**config.mk**
```make
export PLATFORM = sky130hd
export DESIGN_NAME = spdtx_status_gen
export DESIGN_NICKNAME = d
export VERILOG_FILES = /design/src/logic/spdtx_pkg.sv /design/src/logic/spdtx_status_gen.sv
export SDC_FILE = /design/constraint.sdc
export NUM_CORES = 1
export LEC_CHECK = 0
export BUFFER_PORTS_ARGS = -buffer_cell sky130_fd_sc_hd__buf_2
export CAP_MARGIN = 20
export CORE_MARGIN = 1.5
export CORE_UTILIZATION = 57
export DETAILED_ROUTE_END_ITERATION = 10
export PLACE_DENSITY = 0.79
export SYNTH_ARGS = -nofsm -noshare
export SYNTH_HDL_FRONTEND = slang
export SYNTH_SLANG_ARGS = --single-unit
export TNS_END_PERCENT = 20
```
**constraint.sdc**
```tcl
create_clock -name clk -period 4.7 [get_ports clk]
set_input_delay 0.94 -clock clk [delete_from_list [all_inputs] [get_ports clk]]
set_output_delay 0.94 -clock clk [all_outputs]
set_load 0.02 [all_outputs]
```
**src/logic/spdtx_pkg.sv**
```systemverilog
// Package for the S/PDIF transmitter status bit generator.
// Assumes a single 10 MHz frame clock domain with a synchronous reset.
package spdtx_pkg;

  // ---------------------------------------------------------------------
  // Register offsets on the serial control port.
  // ---------------------------------------------------------------------
  localparam logic [6:0] SPDTX_OFS_CTRL     = 7'h1E; // Source and validity.
  localparam logic [6:0] SPDTX_OFS_FLAGS    = 7'h1F; // Status byte 1.
  localparam logic [6:0] SPDTX_OFS_CATEGORY = 7'h20; // Status byte 2.
  localparam logic [6:0] SPDTX_OFS_SRC_CHAN = 7'h21; // Status byte 3.
  localparam logic [6:0] SPDTX_OFS_RATE_ACC = 7'h22; // Status byte 4.
  localparam logic [6:0] SPDTX_OFS_WORD_LEN = 7'h23; // Status byte 5.

  // ---------------------------------------------------------------------
  // Reset values.
  // ---------------------------------------------------------------------
  localparam logic [7:0] SPDTX_RST_CTRL     = 8'h00; // Receiver source.
  localparam logic [7:0] SPDTX_RST_FLAGS    = 8'h00; // Consumer, PCM.
  localparam logic [7:0] SPDTX_RST_CATEGORY = 8'h00; // General category.
  localparam logic [7:0] SPDTX_RST_SRC_CHAN = 8'h00; // No channel number.
  localparam logic [7:0] SPDTX_RST_RATE_ACC = 8'h31; // Rate 0001, acc 11.
  localparam logic [7:0] SPDTX_RST_WORD_LEN = 8'h0B; // 24-bit, code 101.

  // ---------------------------------------------------------------------
  // Control register field positions.
  // ---------------------------------------------------------------------
  localparam int SPDTX_CTRL_SRC_LSB  = 0; // tx_source_select[1:0].
  localparam int SPDTX_CTRL_OVWCS    = 2; // override_received_status.
  localparam int SPDTX_CTRL_VAL_OVR  = 4; // validity_override_enable.
  localparam int SPDTX_CTRL_VAL_SF0  = 5; // validity_value_first_subframe.
  localparam int SPDTX_CTRL_VAL_SF1  = 6; // validity_value_second_subframe.

  // Source select codes.
  localparam logic [1:0] SPDTX_SRC_RECEIVER  = 2'h0;
  localparam logic [1:0] SPDTX_SRC_ADC       = 2'h1;
  localparam logic [1:0] SPDTX_SRC_SECONDARY = 2'h2;
  localparam logic [1:0] SPDTX_SRC_PRIMARY   = 2'h3;

  // Channel status block geometry.
  localparam logic [7:0] SPDTX_BLOCK_LAST = 8'hBF; // Frame 191.
  localparam int         SPDTX_CS_USED    = 40;    // Consumer bits used.

  // Subframe entering the generator from the audio source.
  typedef struct packed {
    logic [23:0] audio;        // Sample, aux nibble included.
    logic        second;       // 1 for the second subframe of a frame.
    logic        block_start;  // First subframe of frame 0 of a block.
    logic        rx_validity;  // Validity recovered by the receiver.
    logic        rx_user;      // User bit recovered by the receiver.
    logic        rx_status;    // Status bit recovered by the receiver.
  } spdtx_in_t;

  // Subframe leaving the generator toward the biphase coder.
  typedef struct packed {
    logic [23:0] audio;        // Sample, aux nibble included.
    logic        second;       // Subframe position.
    logic        block_start;  // Block start marker for the preamble.
    logic        validity;     // Transmitted validity bit.
    logic        user;         // Transmitted user bit.
    logic        status;       // Transmitted channel status bit.
    logic        parity;       // Even parity over bits 4 to 31.
  } spdtx_out_t;

endpackage

```
**src/logic/spdtx_status_gen.sv**
```systemverilog
// Status bit generator for the consumer S/PDIF transmitter.
// Assumes subframes arrive in order, first then second, from the selected
// audio source, and that a biphase coder downstream drains the output.
module spdtx_status_gen (
  input  wire logic                 clk,         // 10 MHz frame clock.
  input  wire logic                 sys_rst,     // Synchronous reset.
  input  wire logic                 reg_wr,      // Register write strobe.
  input  wire logic [6:0]           reg_addr,    // Register address.
  input  wire logic [7:0]           reg_wdata,   // Register write data.
  output logic      [7:0]           reg_rdata,   // Registered readback.
  input  wire logic                 in_valid,    // Input subframe valid.
  output logic                      in_ready,    // Buffer has room.
  input  wire spdtx_pkg::spdtx_in_t in_word,     // Input subframe.
  output logic                      out_valid,   // Output subframe valid.
  input  wire logic                 out_ready,   // Coder takes subframe.
  output spdtx_pkg::spdtx_out_t     out_word     // Output subframe.
);

  // ---------------------------------------------------------------------
  // Register file.
  // ---------------------------------------------------------------------
  logic [7:0] ctrl;            // Source and validity control.
  logic [7:0] cs_byte [5];     // Five channel status bytes.
  logic [7:0] next_ctrl;       // Next control value.
  logic [7:0] next_cs  [5];    // Next status byte values.
  logic [7:0] next_rdata;      // Next readback value.

  // Maps an address to a status byte index, or 7 when it is none.
  function automatic logic [2:0] cs_index(input logic [6:0] a);
    logic [6:0] d;
    d = a - spdtx_pkg::SPDTX_OFS_FLAGS;
    if (a >= spdtx_pkg::SPDTX_OFS_FLAGS &&
        a <= spdtx_pkg::SPDTX_OFS_WORD_LEN) begin
      cs_index = d[2:0];
    end else begin
      cs_index = 3'h7;
    end
  endfunction

  // Writes land in the addressed byte; unmapped addresses are ignored and
  // read back as zero. Software keeps the consumer and mode fields at zero.
  always_comb begin
    next_ctrl  = ctrl;
    next_rdata = 8'h00;
    for (int i = 0; i < 5; i++) begin
      next_cs[i] = cs_byte[i];
    end
    if (reg_wr && reg_addr == spdtx_pkg::SPDTX_OFS_CTRL) begin
      next_ctrl = reg_wdata;
    end else if (reg_wr && cs_index(reg_addr) != 3'h7) begin
      next_cs[cs_index(reg_addr)] = reg_wdata;
    end
    if (reg_addr == spdtx_pkg::SPDTX_OFS_CTRL) begin
      next_rdata = ctrl;
    end else if (cs_index(reg_addr) != 3'h7) begin
      next_rdata = cs_byte[cs_index(reg_addr)];
    end
  end

  // Registers take their documented defaults at reset.
  always_ff @(posedge clk) begin
    if (sys_rst) begin
      ctrl       <= spdtx_pkg::SPDTX_RST_CTRL;
      cs_byte[0] <= spdtx_pkg::SPDTX_RST_FLAGS;
      cs_byte[1] <= spdtx_pkg::SPDTX_RST_CATEGORY;
      cs_byte[2] <= spdtx_pkg::SPDTX_RST_SRC_CHAN;
      cs_byte[3] <= spdtx_pkg::SPDTX_RST_RATE_ACC;
      cs_byte[4] <= spdtx_pkg::SPDTX_RST_WORD_LEN;
      reg_rdata  <= 8'h00;
    end else begin
      ctrl      <= next_ctrl;
      cs_byte   <= next_cs;
      reg_rdata <= next_rdata;
    end
  end

  // Decoded control fields.
  logic [1:0] src_sel;         // Transmit source select.
  logic       ovr_status;      // Use registers in receiver mode.
  logic       val_ovr;         // Validity override enable.
  assign src_sel    = ctrl[spdtx_pkg::SPDTX_CTRL_SRC_LSB +: 2];
  assign ovr_status = ctrl[spdtx_pkg::SPDTX_CTRL_OVWCS];
  assign val_ovr    = ctrl[spdtx_pkg::SPDTX_CTRL_VAL_OVR];

  // ---------------------------------------------------------------------
  // Channel status assembly.
  // ---------------------------------------------------------------------
  // Builds the 40 configurable bits for one subframe position. Only the
  // channel number pair differs, so a receiver can tell left from right.
  function automatic logic [39:0] cs_vector(input logic [7:0] b0,
                                            input logic [7:0] b1,
                                            input logic [7:0] b2,
                                            input logic [7:0] b3,
                                            input logic [7:0] b4,
                                            input logic       second);
    logic [39:0] v;
    v          = 40'h00_0000_0000;
    v[7:0]     = b0;
    v[15:8]    = b1;
    v[19:16]   = b2[3:0];
    v[21:20]   = second ? 2'h0 : b2[5:4];
    v[23:22]   = second ? b2[7:6] : 2'h0;
    v[27:24]   = b3[3:0];
    v[29:28]   = b3[5:4];
    v[39:32]   = b4;
    cs_vector  = v;
  endfunction

  // ---------------------------------------------------------------------
  // Frame position within the 192-frame block.
  // ---------------------------------------------------------------------
  logic [7:0] frame_idx;       // Frame of the next subframe.
  logic [7:0] next_frame_idx;  // Next frame position.
  logic [7:0] cur_idx;         // Frame of the subframe being taken.
  logic       push;            // Input subframe accepted.
  assign push = in_valid && in_ready;

  // Both subframes of a frame share one index, so each position walks
  // its own block in step with the other.
  always_comb begin
    cur_idx        = in_word.block_start ? 8'h00 : frame_idx;
    next_frame_idx = frame_idx;
    if (push) begin
      if (!in_word.second) begin
        next_frame_idx = cur_idx;
      end else if (cur_idx == spdtx_pkg::SPDTX_BLOCK_LAST) begin
        next_frame_idx = 8'h00;
      end else begin
        next_frame_idx = cur_idx + 8'h01;
      end
    end
  end

  // The index only moves on accepted subframes.
  always_ff @(posedge clk) begin
    if (sys_rst) begin
      frame_idx <= 8'h00;
    end else begin
      frame_idx <= next_frame_idx;
    end
  end

  // ---------------------------------------------------------------------
  // Status bit selection for the incoming subframe.
  // ---------------------------------------------------------------------
  spdtx_pkg::spdtx_out_t new_word;  // Subframe with its status bits.
  logic [39:0]           cs_reg;    // Register block for this position.
  logic                  from_rx;   // Receiver source selected.

  always_comb begin
    from_rx  = (src_sel == spdtx_pkg::SPDTX_SRC_RECEIVER);
    cs_reg   = cs_vector(cs_byte[0], cs_byte[1], cs_byte[2], cs_byte[3],
                         cs_byte[4], in_word.second);
    new_word = '0;
    new_word.audio       = in_word.audio;
    new_word.second      = in_word.second;
    new_word.block_start = in_word.block_start;
    // The override wins over both the default and the recovered bit.
    if (val_ovr) begin
      new_word.validity = in_word.second ?
                          ctrl[spdtx_pkg::SPDTX_CTRL_VAL_SF1] :
                          ctrl[spdtx_pkg::SPDTX_CTRL_VAL_SF0];
    end else if (from_rx) begin
      new_word.validity = in_word.rx_validity;
    end else begin
      new_word.validity = 1'b0;
    end
    // User data cannot be configured, so only the receiver supplies it.
    new_word.user = from_rx ? in_word.rx_user : 1'b0;
    if (from_rx && !ovr_status) begin
      new_word.status = in_word.rx_status;
    end else if (cur_idx < 8'(spdtx_pkg::SPDTX_CS_USED)) begin
      new_word.status = cs_reg[cur_idx[5:0]];
    end else begin
      new_word.status = 1'b0;
    end
    // Preamble is not part of the word, so the parity covers the rest.
    new_word.parity = ^{in_word.audio, new_word.validity, new_word.user,
                        new_word.status};
  end

  // ---------------------------------------------------------------------
  // Two-entry output buffer.
  // ---------------------------------------------------------------------
  // Two slots let the coder stall for a cycle without the source losing
  // its word; the head slot drives the outputs straight from flops.
  spdtx_pkg::spdtx_out_t slot1;       // Second slot.
  logic                  slot1_vld;   // Second slot occupied.
  spdtx_pkg::spdtx_out_t next_head;   // Next head slot.
  spdtx_pkg::spdtx_out_t next_slot1;  // Next second slot.
  logic                  next_hvld;   // Next head occupancy.
  logic                  next_s1vld;  // Next second occupancy.
  logic                  next_in_ready; // Next ready to the source.
  logic                  pop;         // Head taken by the coder.
  assign pop = out_valid && out_ready;

  always_comb begin
    next_head  = out_word;
    next_slot1 = slot1;
    next_hvld  = out_valid;
    next_s1vld = slot1_vld;
    if (pop) begin
      next_head  = slot1;
      next_hvld  = slot1_vld;
      next_s1vld = 1'b0;
    end
    if (push) begin
      if (!next_hvld) begin
        next_head = new_word;
        next_hvld = 1'b1;
      end else begin
        next_slot1 = new_word;
        next_s1vld = 1'b1;
      end
    end
    // Room for one more word exists only while the second slot is free.
    next_in_ready = !next_s1vld;
  end

  // Ready only reflects a free second slot, which keeps it a flop output.
  always_ff @(posedge clk) begin
    if (sys_rst) begin
      out_word  <= '0;
      slot1     <= '0;
      out_valid <= 1'b0;
      slot1_vld <= 1'b0;
      in_ready  <= 1'b1;
    end else begin
      out_word  <= next_head;
      slot1     <= next_slot1;
      out_valid <= next_hvld;
      slot1_vld <= next_s1vld;
      in_ready  <= next_in_ready;
    end
  end

  // Register blocks of both positions, spelled out for the check below;
  // only the channel number nibble may tell them apart.
  logic [39:0] cs_first;   // Block sent in first subframes.
  logic [39:0] cs_second;  // Block sent in second subframes.
  assign cs_first  = cs_vector(cs_byte[0], cs_byte[1], cs_byte[2],
                               cs_byte[3], cs_byte[4], 1'b0);
  assign cs_second = cs_vector(cs_byte[0], cs_byte[1], cs_byte[2],
                               cs_byte[3], cs_byte[4], 1'b1);
endmodule

```
### Yosys cells after proc, flatten, opt, wreduce, memory -nomap -nowiden

Index checks and enable logic that the tools add are counted.

| word-level totals | value |
|---|---|
| register bits after elaboration | 127 |
| bits of input ports | 49 |
| output and inout port bits | 40 |
| word-level logic and storage cells | 90 |

| operators by class | value |
|---|---|
| add/sub/neg operators | 2 |
| order comparisons | 7 |
| eq/ne operators | 4 |
| mux-type cells | 36 |
| bitwise operators | 3 |
| reductions and logical operators | 13 |

Operator list:

| operator | number |
|---|---|
| 2-to-1 mux 30 bit | 3 |
| 2-to-1 mux 8 bit | 8 |
| bitwise mux 40 bit | 1 |
| XOR reduction 27 bit | 1 |
| binary-select mux 8 bit (select 3 bit) | 1 |
| demux 8 bit (select 3 bit) | 1 |
| 2-to-1 mux 3 bit | 7 |
| 2-to-1 mux 1 bit | 12 |
| adder 8 x 1 -> 8 bit, second input constant | 1 |
| equality test 8 bit, second input constant | 1 |
| greater-or-equal comparator 4 bit, second input constant | 2 |
| < comparator 8 x 6 -> 1 bit, second input constant | 1 |
| NOT 3 -> 4 bit | 2 |
| equality test 7 x 5 -> 1 bit, second input constant | 1 |
| greater-or-equal comparator 7 x 5 -> 1 bit, second input constant | 1 |
| less-or-equal comparator 7 x 6 -> 1 bit, second input constant | 1 |
| logical AND 1 bit | 7 |
| < comparator 6 x 7 -> 1 bit, second input constant | 1 |
| binary-select mux 1 bit (select 6 bit) | 1 |
| != test 3 bit, second input constant | 2 |
| < comparator 4 x 1 -> 1 bit, second input constant | 1 |
| 2-to-1 mux 2 bit | 2 |
| AND reduction 2 bit | 2 |
| subtractor 3 bit, second input constant | 1 |
| 3 further kinds | 4 |

### Logic depth before layout (Yosys ltp)

Gate-level depths: netlist of run 1.

| depth | value |
|---|---|
| depth in word-level cells | 14 |
| mapped depth | 12 |
| mapped depth without buffers | 9 |

### Least setup slack after synthesis of run 1

OpenSTA, ideal clock, no wires.

| timing | value |
|---|---|
| path kind | input to register |
| start point | in reg_addr[0] |
| end point | reg cs_byte[12] in the netlist's numbering |
| setup time | 0.120 ns |
| arrival time | 3.502 ns |
| data required time | 4.580 ns |
| slack | 1.078 ns |
| stages | 12 |
| buffers on the path | 4 |
| path through | clkbuf_1 -> buf_1 -> inv_1 -> ha_1 -> and3_1 -> clkbuf_1 -> nand2b_1 -> nor4_4 -> nor3b_2 -> buf_6 -> nor2b_1 -> a211o_1 |

| on the way | value |
|---|---|
| cells in the longest elaborated chain, start to end | 11 |
| elaborated cells between the ends (all ways) | 21 |
| those cells by class | add/sub: 1; order compare: 4; eq/ne: 2; mux: 7; bitwise: 2; reduce/logical: 5 |

Ends and longest elaborated chain:

| what | RTL line | source |
|---|---|---|
| start: declaration | spdtx_status_gen.sv:8 | `input wire logic [6:0] reg_addr,` |
| greater-or-equal comparator 7 x 5 -> 1 bit / less-or-equal comparator 7 x 6 -> 1 bit (equally long branches) | spdtx_status_gen.sv:32, spdtx_status_gen.sv:33 |  |
| logical AND 1 bit | spdtx_status_gen.sv:32 | `if (a >= spdtx_pkg::SPDTX_OFS_FLAGS &&` |
| 2-to-1 mux 3 bit | spdtx_status_gen.sv:32 |  |
| 2-to-1 mux 3 bit | spdtx_status_gen.sv:50 | `end else if (reg_wr && cs_index(reg_addr) != 3'h7) begin` |
| 2-to-1 mux 3 bit | spdtx_status_gen.sv:48 | `if (reg_wr && reg_addr == spdtx_pkg::SPDTX_OFS_CTRL) begin` |
| NOT 3 -> 4 bit (not written as such) | spdtx_status_gen.sv:51 | `next_cs[cs_index(reg_addr)] = reg_wdata;` |
| greater-or-equal comparator 4 bit (not written as such) / < comparator 4 x 1 -> 1 bit (equally long branches) | spdtx_status_gen.sv:51 |  |
| logical AND 1 bit (not written as such) | spdtx_status_gen.sv:51 |  |
| 2-to-1 mux 8 bit (not written as such) | spdtx_status_gen.sv:51 |  |
| demux 8 bit (select 3 bit) | spdtx_status_gen.sv:51 |  |
| bitwise mux 40 bit | spdtx_status_gen.sv:51 |  |
| end signal: assignment | spdtx_status_gen.sv:72 | `cs_byte <= next_cs;` |
| end: declaration | spdtx_status_gen.sv:23 | `logic [7:0] cs_byte [5];` |

Several ways; a longest one is shown, not always the timed one. The select of a mux whose other input is x is not followed.
A chain may end at the register's enable or synchronous reset.

### Final worst setup path of run 1

Same ends and word-level chain as after synthesis.

==> results of run 1 <==
## metal layers
layer / GRT usage, % / vias up / wire, µm
met1: 36.2 / 2684 / 6680
met2: 48.7 / 232 / 7890
li1: - / 2686 / -
met3: 5.65 / 57 / 955
met4: 13.4 / 0 / 617
met5: 0 / - / 0
## through the flow
stage,cell area [µm²],instances,utilization (%)
after floorplan,6130,733,-
after global placement,6540,902,63.1
after detailed placement,6540,902,63.1
after CTS,7150,934,69.0
after global routing,7170,935,69.2
final,7170,935,69.2
## sequential cells by signal, indices dropped and copies added, names as in the netlist
name,flops
out_valid,1
slot1_vld,1
slot1,30
ctrl,8
cs_byte,40
frame_idx,8
in_ready,1
out_word,30
reg_rdata,8
## cells by family (layout without fill, tap and decap cells)
logic type / Yosys count / count (layout) / synth area share (%)
AOI/OAI and AO/OA: 147 / 147 / 16.1
xor gates and xnor gates: 29 / 29 / 4.14
adders and majority gates: 3 / 3 / 0.612
buffers and inverters: 70 / 136 / 4.53
DFF: 127 / 127 / 41.5
muxes: 56 / 56 / 11.2
and+or+nand+nor: 301 / 301 / 21.9
## worst max-delay path: stages
cell	delay, ns
sky130_fd_sc_hd__buf_2	0.36
sky130_fd_sc_hd__inv_1	0.13
sky130_fd_sc_hd__ha_1	0.22
sky130_fd_sc_hd__and3_1	0.35
sky130_fd_sc_hd__nand2b_1	0.28
sky130_fd_sc_hd__nor4_4	0.31
sky130_fd_sc_hd__nor3b_2	0.75
sky130_fd_sc_hd__nor2b_1	0.12
sky130_fd_sc_hd__a211o_1	0.29
## area by class of cell
cell class,instances,area [µm²]
multi-input cells,536,3320
fillers,803,3200
flip-flops and latches,127,2540
repair buffers,93,493
clock buffers,19,422
clock inverters,13,188
well taps,136,170
inverters,11,41.3
## cells in the mapped netlist, types with 2 or more instances
library cell	number	area [µm²]
sky130_fd_sc_hd__nor2_1	87	327
sky130_fd_sc_hd__o32ai_1	2	17.5
sky130_fd_sc_hd__a21oi_1	63	315
sky130_fd_sc_hd__o21ai_0	10	50.1
sky130_fd_sc_hd__a311oi_1	30	263
sky130_fd_sc_hd__and3_1	4	25.0
sky130_fd_sc_hd__nand2b_1	6	37.5
sky130_fd_sc_hd__or2_2	3	18.8
sky130_fd_sc_hd__nor2b_1	6	37.5
sky130_fd_sc_hd__nand3_1	47	235
sky130_fd_sc_hd__mux4_2	10	225
sky130_fd_sc_hd__mux2_2	3	33.8
sky130_fd_sc_hd__nand3b_1	3	22.5
sky130_fd_sc_hd__xor2_1	4	35.0
sky130_fd_sc_hd__mux2i_1	43	430
sky130_fd_sc_hd__nand2_1	119	447
sky130_fd_sc_hd__a211o_1	6	52.6
sky130_fd_sc_hd__buf_2	6	30.0
sky130_fd_sc_hd__buf_1	2	7.51
sky130_fd_sc_hd__a22oi_1	3	22.5
sky130_fd_sc_hd__inv_1	11	41.3
sky130_fd_sc_hd__nor3_1	8	40.0
sky130_fd_sc_hd__dfxtp_1	127	2540
sky130_fd_sc_hd__o221ai_1	2	17.5
sky130_fd_sc_hd__a21o_1	8	60.1
sky130_fd_sc_hd__a31o_2	2	17.5
sky130_fd_sc_hd__xnor2_1	25	219
sky130_fd_sc_hd__a32oi_1	2	17.5
sky130_fd_sc_hd__clkbuf_1	50	188
sky130_fd_sc_hd__o21a_1	3	22.5
sky130_fd_sc_hd__nand4_1	3	18.8
sky130_fd_sc_hd__ha_1	3	37.5
sky130_fd_sc_hd__nor4_1	3	18.8
sky130_fd_sc_hd__a211oi_1	4	30.0
sky130_fd_sc_hd__and2_1	2	12.5
## power groups by stage
stage               clock network (mW)  registers, mW  logic [mW]
CTS                               1.37           1.14       0.341
floorplan                            0           1.18       0.207
finish                            1.36           1.14       0.345
global route                      1.41           1.14       0.373
detailed placement                   0           1.16       0.335
global placement                     0           1.16       0.329
## worst max path at each step
stage	end	slack (ns)	cells after the start
6_report	cs_byte[12]	1.35	9
2_1_floorplan	cs_byte[12]	1.08	12
3_5_place_dp	cs_byte[12]	0.82	9
5_1_grt	cs_byte[12]	1.13	9
4_1_cts	cs_byte[12]	1.36	9
3_3_place_gp	cs_byte[8]	0.94	9
==> reports/qor.txt, run 1 <==
==================================================================================================
Total wire length after detailed routing ............................................     16100 µm
Worst hold path stage count .........................................................            2
Setup tns final .....................................................................         0 ns
Total Power .........................................................................      2.84 mW
End point of the worst hold path ....................................................    slot1[14]
Reported max-cap violation count ....................................................            0
Worst Path Class, Setup .............................................................    in -> reg
Placeable Area ......................................................................    10400 µm²
Ratio of routed vias to standard cells ..............................................         6.05
Layout cell share with drive strength beyond 1 ......................................        18.6%
Worst-case register-to-register setup slack .........................................      1.86 ns
Net Switching .......................................................................     0.732 mW
Outcome ............................................................................. complete, no violations
Leak ................................................................................      2.77 nW
Final setup fails ...................................................................            0
Clock H-tree levels .................................................................            4
Clock insertion delay at the later pin of the skew report ...........................      0.53 ns
Pre-Repair DR Iteration Count .......................................................            5
Post-synthesis area per instance ....................................................     8.36 µm²
Endpoint of the worst-slack reg-to-reg timing path .................................. frame_idx[5]
Post-synthesis cell count ...........................................................          733
Area of the die .....................................................................    11400 µm²
Worst ir drop on vdd ................................................................   0.000189 V
Post-Place Worst Slack ..............................................................     0.819 ns
RSZ-0062 raised after global routing ................................................        false
Tot GR Track Use ....................................................................        29.1%
Post-detailed-route DRC marker count ................................................            0
Minimum setup slack in the final design .............................................      1.35 ns
Die W ...............................................................................       107 µm
Most common library cell in the layout ignoring fill and taps ....................... sky130_fd_sc_hd__dfxtp_1
# hold bufs at CTS ..................................................................            0
Clock tree root driver cell ......................................................... sky130_fd_sc_hd__clkbuf_8
Tightest hold margin ................................................................     0.455 ns
Total clock sinks ...................................................................          127
First-iteration detailed-routing DRC count ..........................................          391
Remaining max-slew budget at the tightest pin .......................................        37.0%
R2R Path Start ...................................................................... frame_idx[0]
Number of synthesized flops with an enable pin ......................................            0
Number of synthesis warnings ........................................................            0
Synth Cell Area .....................................................................     6130 µm²
Number of port buffers ..............................................................           88
Count of antenna diodes in the layout ...............................................            0
Launch point of the critical path ...................................................  reg_addr[0]
Worst Reg-to-Reg Cells ..............................................................            9
Fraction of registers with async set/reset ..........................................           0%
Endpoint arrival time on the critical path ..........................................      3.77 ns
Global-route wire length before repair ..............................................     26400 µm
Detailed-route wire length per cell .................................................      17.3 µm
Leading cell types in the layout, fill and taps excluded ............................ 127 x sky130_fd_sc_hd__dfxtp_1, 118 x sky130_fd_sc_hd__nand2_1, 87 x sky130_fd_sc_hd__buf_2, 86 x sky130_fd_sc_hd__nor2_1, 63 x sky130_fd_sc_hd__a21oi_1
Register area share after synthesis .................................................        41.5%
Synth Flop Type ..................................................................... sky130_fd_sc_hd__dfxtp_1
Starting utilization of the core area ...............................................        59.1%
Cts bufs inserted ...................................................................           17
Routed Antenna Nets .................................................................            0
Combinational Power Share ...........................................................        12.2%
Fin crit share ......................................................................        71.4%
Biggest fanout along the worst timing path ..........................................           19
# resized after CTS .................................................................            0
DIE HEIGHT ..........................................................................       107 µm
Highest clock rate ..................................................................      298 MHz
Clock power share ...................................................................        47.8%
CP required .........................................................................      5.11 ns
Maximum clock path buffer count .....................................................            2
Placement row count .................................................................           37
Via count of the first global-routing pass ..........................................         5401
Area growth from synthesis to layout ................................................        17.0%
Number of synthesized register bits .................................................          127
Final number of hold-violating endpoints ............................................            0
Hold Path Origin ....................................................................    slot1[14]
Post CTS Setup Buffer Count .........................................................            0
Pwr Density .........................................................................   396 nW/µm²
Total half-perimeter wirelength after legalization and detailed placement ...........     10600 µm
Critical path launch point type .....................................................   input port
Clock tree from TritonCTS ...........................................................         done
Placer's final routability congestion estimate ......................................        0.908
Switch share ........................................................................        25.8%
Grt ovf .............................................................................            0
Post-route minimum period ...........................................................      3.35 ns
Clock transition time at the flip-flop clock pins of the worst setup and hold paths .      0.06 ns
Number of distinct standard cells referenced by the synthesized netlist .............           58
Syn_nets ............................................................................          785
Number of antenna violations at the first check in global routing ...................            0
P_int ...............................................................................      2.11 mW
Worst hold path class ...............................................................   reg -> reg
Crit. End Element ...................................................................     register
Via count of the routed design ......................................................         5659
Flop pwr share ......................................................................        40.0%
Maximum number of pins on one net before global-route repair ........................           94
IO Pins .............................................................................           89
Max-slew violation count ............................................................            0
Setup skew after layout .............................................................    0.0114 ns
Final net count .....................................................................          838
Transition time of the tightest slew-check pin ......................................     0.945 ns
==================================================================================================
Note: power is estimated with default switching activity, not from simulation.
==> inputs of run 2 (changes only) <==
Settings changed: ABC_AREA from default to 1, CORE_UTILIZATION 57 to 58, PLACE_DENSITY 0.79 to 0.8.
Clock period 4.7 ns to 3.3 ns, I/O delays scaled along.
==> run 2 against run 1 <==
- global-route usage up 3.0 points
- count of clock-buffer cells in the layout grew 7
- non-clock buffer count increased by 6
- core utilization grew 1.6 points
- synthesized cell count is 34% higher
- cell count up 29%
- highest routed layer unchanged
- die area increased by 1.6%
- first-iteration DRC count up 110%
- critical path depth rose by 2
- critical path type is now reg -> reg
==> reports/qor.txt, run 2 <==
==================================================================================================
Outcome ............................................................................. complete, no violations
R2R Path Start ...................................................................... frame_idx[0]
Number of synthesized register bits .................................................          127
Remaining max-slew budget at the tightest pin .......................................        35.9%
Ratio of routed vias to standard cells ..............................................         5.60
Synth top area share ................................................................        40.1%
Area growth from synthesis to layout ................................................        16.7%
Final net count .....................................................................         1106
Combinational Power Share ...........................................................        12.3%
Number of port buffers ..............................................................           88
IO Pins .............................................................................           89
Clock transition time at the flip-flop clock pins of the worst setup and hold paths .      0.06 ns
Setup skew after layout .............................................................   0.00526 ns
Via count of the first global-routing pass ..........................................         6018
Highest clock rate ..................................................................      411 MHz
Pre-Repair DR Iteration Count .......................................................            7
Synth Flop Type ..................................................................... sky130_fd_sc_hd__dfxtp_1
Post-synthesis area per instance ....................................................     6.48 µm²
Total wire length after detailed routing ............................................     17800 µm
Number of synthesized flops with an enable pin ......................................            0
Clock tree from TritonCTS ...........................................................         done
Main combinational cell family by area after synthesis .............................. simple AND/OR/NAND/NOR gates
Area of the die .....................................................................    11600 µm²
Placeable Area ......................................................................    10500 µm²
Hold Path Origin ....................................................................   in_word[7]
Minimum setup slack in the final design .............................................     0.869 ns
Layout cell share with drive strength beyond 1 ......................................        13.4%
Count of antenna diodes in the layout ...............................................            0
Fin crit share ......................................................................        73.7%
Compound-cell area share of the yosys netlist .......................................        18.0%
Total clock sinks ...................................................................          127
Setup tns final .....................................................................         0 ns
Post CTS Setup Buffer Count .........................................................            0
Largest registers ................................................................... cs_byte: 40 flops, out_word: 30 flops, slot1: 30 flops
First-iteration detailed-routing DRC count ..........................................          802
Most common library cell in the layout ignoring fill and taps ....................... sky130_fd_sc_hd__nand2_1
Max reg flops .......................................................................           40
Cts bufs inserted ...................................................................           17
Fraction of the mapped netlist area in adder cells ..................................       0.592%
Post-Place Worst Slack ..............................................................     0.502 ns
Most repeated cell in the gate-level netlist after synthesis ........................ sky130_fd_sc_hd__nand2_1
Clock insertion delay at the later pin of the skew report ...........................      0.53 ns
Net Switching .......................................................................      1.01 mW
Cell types occupying the most area after synthesis .................................. sky130_fd_sc_hd__dfxtp_1 40%, sky130_fd_sc_hd__nand2_1 14%, sky130_fd_sc_hd__o21ai_0 9.8%
Global-route wire length before repair ..............................................     29000 µm
Leak ................................................................................      3.47 nW
Maximum number of pins on one net before global-route repair ........................           63
Grt ovf .............................................................................            0
Yosys top cell by area .............................................................. sky130_fd_sc_hd__dfxtp_1
Syn_nets ............................................................................         1031
Flop pwr share ......................................................................        42.3%
Detailed-route wire length per cell .................................................      14.8 µm
Leading cell types in the layout, fill and taps excluded ............................ 229 x sky130_fd_sc_hd__nand2_1, 140 x sky130_fd_sc_hd__nor2_1, 127 x sky130_fd_sc_hd__dfxtp_1, 124 x sky130_fd_sc_hd__o21ai_0, 94 x sky130_fd_sc_hd__inv_1
Register area share after synthesis .................................................        40.1%
Tot GR Track Use ....................................................................        32.1%
Register containing the most flip-flops in the final layout .........................      cs_byte
# hold bufs at CTS ..................................................................            0
Worst hold path class ...............................................................    in -> reg
Starting utilization of the core area ...............................................        60.6%
Total half-perimeter wirelength after legalization and detailed placement ...........     12000 µm
Number of synthesis warnings ........................................................            0
Reported max-cap violation count ....................................................            0
Placement row count .................................................................           37
Final number of hold-violating endpoints ............................................            0
DIE HEIGHT ..........................................................................       108 µm
Placer's final routability congestion estimate ......................................        0.966
Clock power share ...................................................................        45.3%
Post-route minimum period ...........................................................      2.43 ns
Post-synthesis mux area share .......................................................           0%
# fillers ...........................................................................          904
Post-synthesis cell count ...........................................................          979
Routed Antenna Nets .................................................................            0
Endpoint arrival time on the critical path ..........................................      2.84 ns
Tightest hold margin ................................................................     0.397 ns
Max-slew violation count ............................................................            0
Switch share ........................................................................        26.5%
P_int ...............................................................................      2.82 mW
Critical path launch point type .....................................................     register
Number of antenna violations at the first check in global routing ...................            0
CP required .........................................................................      3.70 ns
Multi-input gate area ...............................................................     3260 µm²
Worst ir drop on vdd ................................................................   0.000388 V
Number of distinct standard cells referenced by the synthesized netlist .............           32
Fraction of registers with async set/reset ..........................................           0%
# resized after CTS .................................................................            0
Post-Synth Simple-Gate Area .........................................................        30.8%
Launch point of the critical path ................................................... frame_idx[0]
Transition time of the tightest slew-check pin ......................................     0.960 ns
Parity-gate share of the synthesized area counting xor and xnor cells ...............        1.93%
Clock tree root driver cell ......................................................... sky130_fd_sc_hd__clkbuf_8
Die W ...............................................................................       108 µm
Biggest fanout along the worst timing path ..........................................           17
Clock H-tree levels .................................................................            4
Register Area .......................................................................     2540 µm²
Via count of the routed design ......................................................         6731
Worst Path Class, Setup .............................................................   reg -> reg
RSZ-0062 raised after global routing ................................................        false
Post-detailed-route DRC marker count ................................................            0
Final setup fails ...................................................................            0
Maximum clock path buffer count .....................................................            2
Crit. End Element ...................................................................     register
Synth Cell Area .....................................................................     6340 µm²
Leading post-synthesis cells by instance count ...................................... 229 x sky130_fd_sc_hd__nand2_1, 141 x sky130_fd_sc_hd__nor2_1, 127 x sky130_fd_sc_hd__dfxtp_1
Pwr Density .........................................................................   518 nW/µm²
==================================================================================================
run 2: changes by cell type in the layout (fill, tap and decap cells not counted), moves of 33 or more:
cell / before / now
sky130_fd_sc_hd__nand3_1: 47 / 80
sky130_fd_sc_hd__nand2_1: 118 / 229
sky130_fd_sc_hd__mux2i_1: 43 / 0
sky130_fd_sc_hd__nor2_1: 86 / 140
sky130_fd_sc_hd__inv_1: 11 / 94
sky130_fd_sc_hd__o21ai_0: 10 / 124
run 2: logic make-up (layout without fill, tap and decap cells):
kind of cell    count (synthesis)  count (layout)
xor+xnor                       14              14
simple gates                  477             477
buf+inv                       140             227
compound gates                218             218
flops                         127             127
fa+ha+maj                       3               3
run 2: power by group through the flow:
stage          registers [mW]  logic [mW]  clock network, mW
2_1_floorplan            1.69       0.268                  0
3_3_place_gp             1.65       0.456                  0
3_5_place_dp             1.65       0.463                  0
4_1_cts                  1.62       0.468               1.74
5_1_grt                  1.63       0.530               1.83
6_report                 1.62       0.473               1.74
run 2: stage by stage:
step / area (µm²) / total power [mW] / std cells / utilization, %
global placement: 6860 / 2.11 / 1171 / 65.6
finish: 7400 / 3.83 / 1202 / 70.8
floorplan: 6340 / 1.96 / 979 / -
global route: 7400 / 3.98 / 1202 / 70.8
CTS: 7400 / 3.83 / 1202 / 70.8
detailed placement: 6860 / 2.12 / 1171 / 65.6
run 2: worst max-delay path, cell delays in order, from the launching register on:
cell and delay [ns]:
sky130_fd_sc_hd__dfxtp_1 0.31, sky130_fd_sc_hd__buf_4 0.21, sky130_fd_sc_hd__inv_1 0.11, sky130_fd_sc_hd__nor2_1 0.42, sky130_fd_sc_hd__ha_1 0.26, sky130_fd_sc_hd__nand3_1 0.11
sky130_fd_sc_hd__nor3_1 0.18, sky130_fd_sc_hd__nand2_1 0.12, sky130_fd_sc_hd__o31ai_1 0.30, sky130_fd_sc_hd__inv_1 0.13, sky130_fd_sc_hd__nand3_1 0.09, sky130_fd_sc_hd__a21oi_1 0.06
run 2: path summary, 6_finish.rpt:
kind	to	slack (ns)	depth (start not counted)
setup / recovery	frame_idx[7]	0.87	11
setup reg to reg	frame_idx[7]	0.87	11
hold / removal	slot1[8]	0.40	3
hold reg to reg	slot1[18]	0.45	2
run 2: area by class of cell:
class	instances	share of cell area, %
multi-input cells	712	44.0
flip-flops and latches	127	34.3
repair buffers	99	7.06
clock buffers	26	6.59
inverters	97	4.93
well taps	136	2.30
clock inverters	5	0.744
run 2: layer usage:
metal / part of all wire, % / up-vias / wire length [µm] / track usage, %
met5: 0 / - / 0 / 0
met4: 1.9 / 0 / 345 / 10.4
met3: 9.6 / 36 / 1700 / 7.69
met2: 44 / 333 / 7840 / 49.1
met1: 44 / 3034 / 7870 / 44.5
li1: - / 3328 / - / -
==> inputs of run 3 (changes only) <==
Settings changed: CORE_UTILIZATION 58 to 52, PLACE_DENSITY 0.8 to 0.75.
Clock period 3.3 ns to 2.2 ns, I/O delays scaled along.
==> run 3 against run 2 <==
- via count is 0.61% lower
- first-iteration DRC count decreased by 20%
- clock skew is 0.0013 ns higher
- sequential share of layout area shrank 1.2 points
- wire length is 0.65% higher
- die area increased by 11%
- critical path depth shrank 2
- cell count grew 3.3%
- non-clock buffer count grew 35
- core utilization is 6.5 points lower
==> reports/qor.txt, run 3 (synthesis gave the netlist of run 2 again) <==
==================================================================================================
Outcome ............................................................................. complete, no violations
Largest registers ................................................................... cs_byte: 40 flops, out_word: 30 flops, slot1: 30 flops
Switch share ........................................................................        25.1%
Clock insertion delay at the later pin of the skew report ...........................      0.42 ns
Cts bufs inserted ...................................................................           17
Clock tree from TritonCTS ...........................................................         done
Via count of the first global-routing pass ..........................................         5846
Post-route minimum period ...........................................................      1.93 ns
Placer's final routability congestion estimate ......................................        0.999
Maximum number of pins on one net before global-route repair ........................           56
Max reg flops .......................................................................           40
Biggest fanout along the worst timing path ..........................................            8
Placement Cell Area .................................................................     7160 µm²
Number of antenna violations at the first check in global routing ...................            0
Register containing the most flip-flops in the final layout .........................      cs_byte
Total half-perimeter wirelength after legalization and detailed placement ...........     12700 µm
Worst ir drop on vdd ................................................................   0.000523 V
Ratio of routed vias to standard cells ..............................................         5.39
Tot GR Track Use ....................................................................        28.1%
Worst Path Class, Setup .............................................................    in -> reg
Crit. End Element ...................................................................     register
Reported max-cap violation count ....................................................            0
Grt ovf .............................................................................            0
Highest clock rate ..................................................................      519 MHz
Area growth from synthesis to layout ................................................        21.1%
Placement row count .................................................................           40
Worst hold path class ...............................................................    in -> reg
Placeable Area ......................................................................    12000 µm²
Die W ...............................................................................       113 µm
P_int ...............................................................................      4.30 mW
Starting utilization of the core area ...............................................        53.0%
Layout cell share with drive strength beyond 1 ......................................        15.8%
Detailed-route wire length per cell .................................................      14.4 µm
Flop pwr share ......................................................................        42.3%
Clock transition time at the flip-flop clock pins of the worst setup and hold paths .      0.05 ns
Transition time of the tightest slew-check pin ......................................     0.444 ns
Combinational Power Share ...........................................................        13.1%
# hold bufs at CTS ..................................................................            0
Total Power .........................................................................      5.74 mW
Remaining max-slew budget at the tightest pin .......................................        70.2%
Global-route wire length before repair ..............................................     28500 µm
Final number of hold-violating endpoints ............................................            0
Total wire length after detailed routing ............................................     17900 µm
Setup skew after layout .............................................................   0.00655 ns
Post-detailed-route DRC marker count ................................................            0
Fin crit share ......................................................................        87.5%
Total placed cells including tap cells ..............................................         1217
Via count of the routed design ......................................................         6690
Leak ................................................................................      3.64 nW
Most common library cell in the layout ignoring fill and taps ....................... sky130_fd_sc_hd__nand2_1
Area of the die .....................................................................    12900 µm²
Leading cell types in the layout, fill and taps excluded ............................ 229 x sky130_fd_sc_hd__nand2_1, 140 x sky130_fd_sc_hd__nor2_1, 127 x sky130_fd_sc_hd__dfxtp_1, 124 x sky130_fd_sc_hd__o21ai_0, 94 x sky130_fd_sc_hd__inv_1
Critical path launch point type .....................................................   input port
Final setup fails ...................................................................            0
Final standard cell area without fillers ............................................     7680 µm²
First-iteration detailed-routing DRC count ..........................................          642
Net Switching .......................................................................      1.44 mW
Final net count .....................................................................         1141
CP required .........................................................................      2.55 ns
Number of port buffers ..............................................................           88
DIE HEIGHT ..........................................................................       113 µm
# resized after CTS .................................................................            0
Pre-Repair DR Iteration Count .......................................................            5
RSZ-0062 raised after global routing ................................................        false
Post CTS Setup Buffer Count .........................................................            0
Clock H-tree levels .................................................................            4
Maximum clock path buffer count .....................................................            2
IO Pins .............................................................................           89
Routed Antenna Nets .................................................................            0
Pwr Density .........................................................................   747 nW/µm²
Max-slew violation count ............................................................            0
Clock power share ...................................................................        44.6%
Total clock sinks ...................................................................          127
Count of non-filler cells in the finished layout ....................................         1242
Count of antenna diodes in the layout ...............................................            0
Clock tree root driver cell ......................................................... sky130_fd_sc_hd__clkbuf_16
# fillers ...........................................................................         1115
Endpoint arrival time on the critical path ..........................................      2.27 ns
==================================================================================================
==> run 3: critical path, cell delays in order <==
cell                      delay [ns]
sky130_fd_sc_hd__buf_2          0.12
sky130_fd_sc_hd__ha_1           0.24
sky130_fd_sc_hd__xnor2_1        0.39
sky130_fd_sc_hd__o21ai_1        0.19
sky130_fd_sc_hd__a21oi_4        0.25
sky130_fd_sc_hd__nand2_4        0.12
sky130_fd_sc_hd__nor2_2         0.26
sky130_fd_sc_hd__o21ai_0        0.13
sky130_fd_sc_hd__nor2_1         0.13
==> run 3: path summary, 6_finish.rpt <==
path	startpoint	endpoint	slack, ns	depth (start not counted)
max	reg_addr[0]	cs_byte[32]	0.27	9
min	in_word[7]	slot1[8]	0.30	3
max reg2reg	ctrl[0]	slot1[0]	0.29	18
min reg2reg	slot1[17]	slot1[17]	0.45	2
==> run 3: metrics by stage <==
stage / hold WS (ns) / TNS [ns] / utilization [%] / setup WS (ns)
5_1_grt: 0.321 / 0 / 64.2 / 0.0396
6_report: 0.301 / 0 / 64.2 / 0.275
4_1_cts: 0.294 / 0 / 64.2 / 0.291
2_1_floorplan: 0.425 / 0 / - / 0.183
3_3_place_gp: 0.436 / -1.04 / 59.9 / -0.0607
3_5_place_dp: 0.445 / -3.26 / 59.9 / -0.116
==> run 3: cell type report <==
cell class                      instances  area (µm²)  share of cell area, %
Clock buffer                           22         454                   5.91
Tap cell                              147         184                   2.39
Sequential cell                       127        2540                   33.1
Inverter                               97         365                   4.76
Clock inverter                          3        65.1                  0.847
Multi-Input combinational cell        712        3260                   42.4
Timing Repair Buffer                  134         811                   10.6
==> run 3: power by group through the flow <==
stage                     combinational [mW]  clock, mW  sequential [mW]
after global routing                   0.835       2.69             2.43
after CTS                              0.748       2.59             2.43
after global placement                 0.733          0             2.47
after floorplan                        0.402          0             2.53
final                                  0.751       2.56             2.43
after detailed placement               0.742          0             2.47
==> run 3: layer usage <==
metal  GRT usage [%]  part of all wire, %  vias up
li1                -                    -     3396
met1            35.7                   43     3000
met2            46.3                   47      247
met3            5.79                  7.0       47
met4            12.4                  3.1        0
met5               0                    0        -
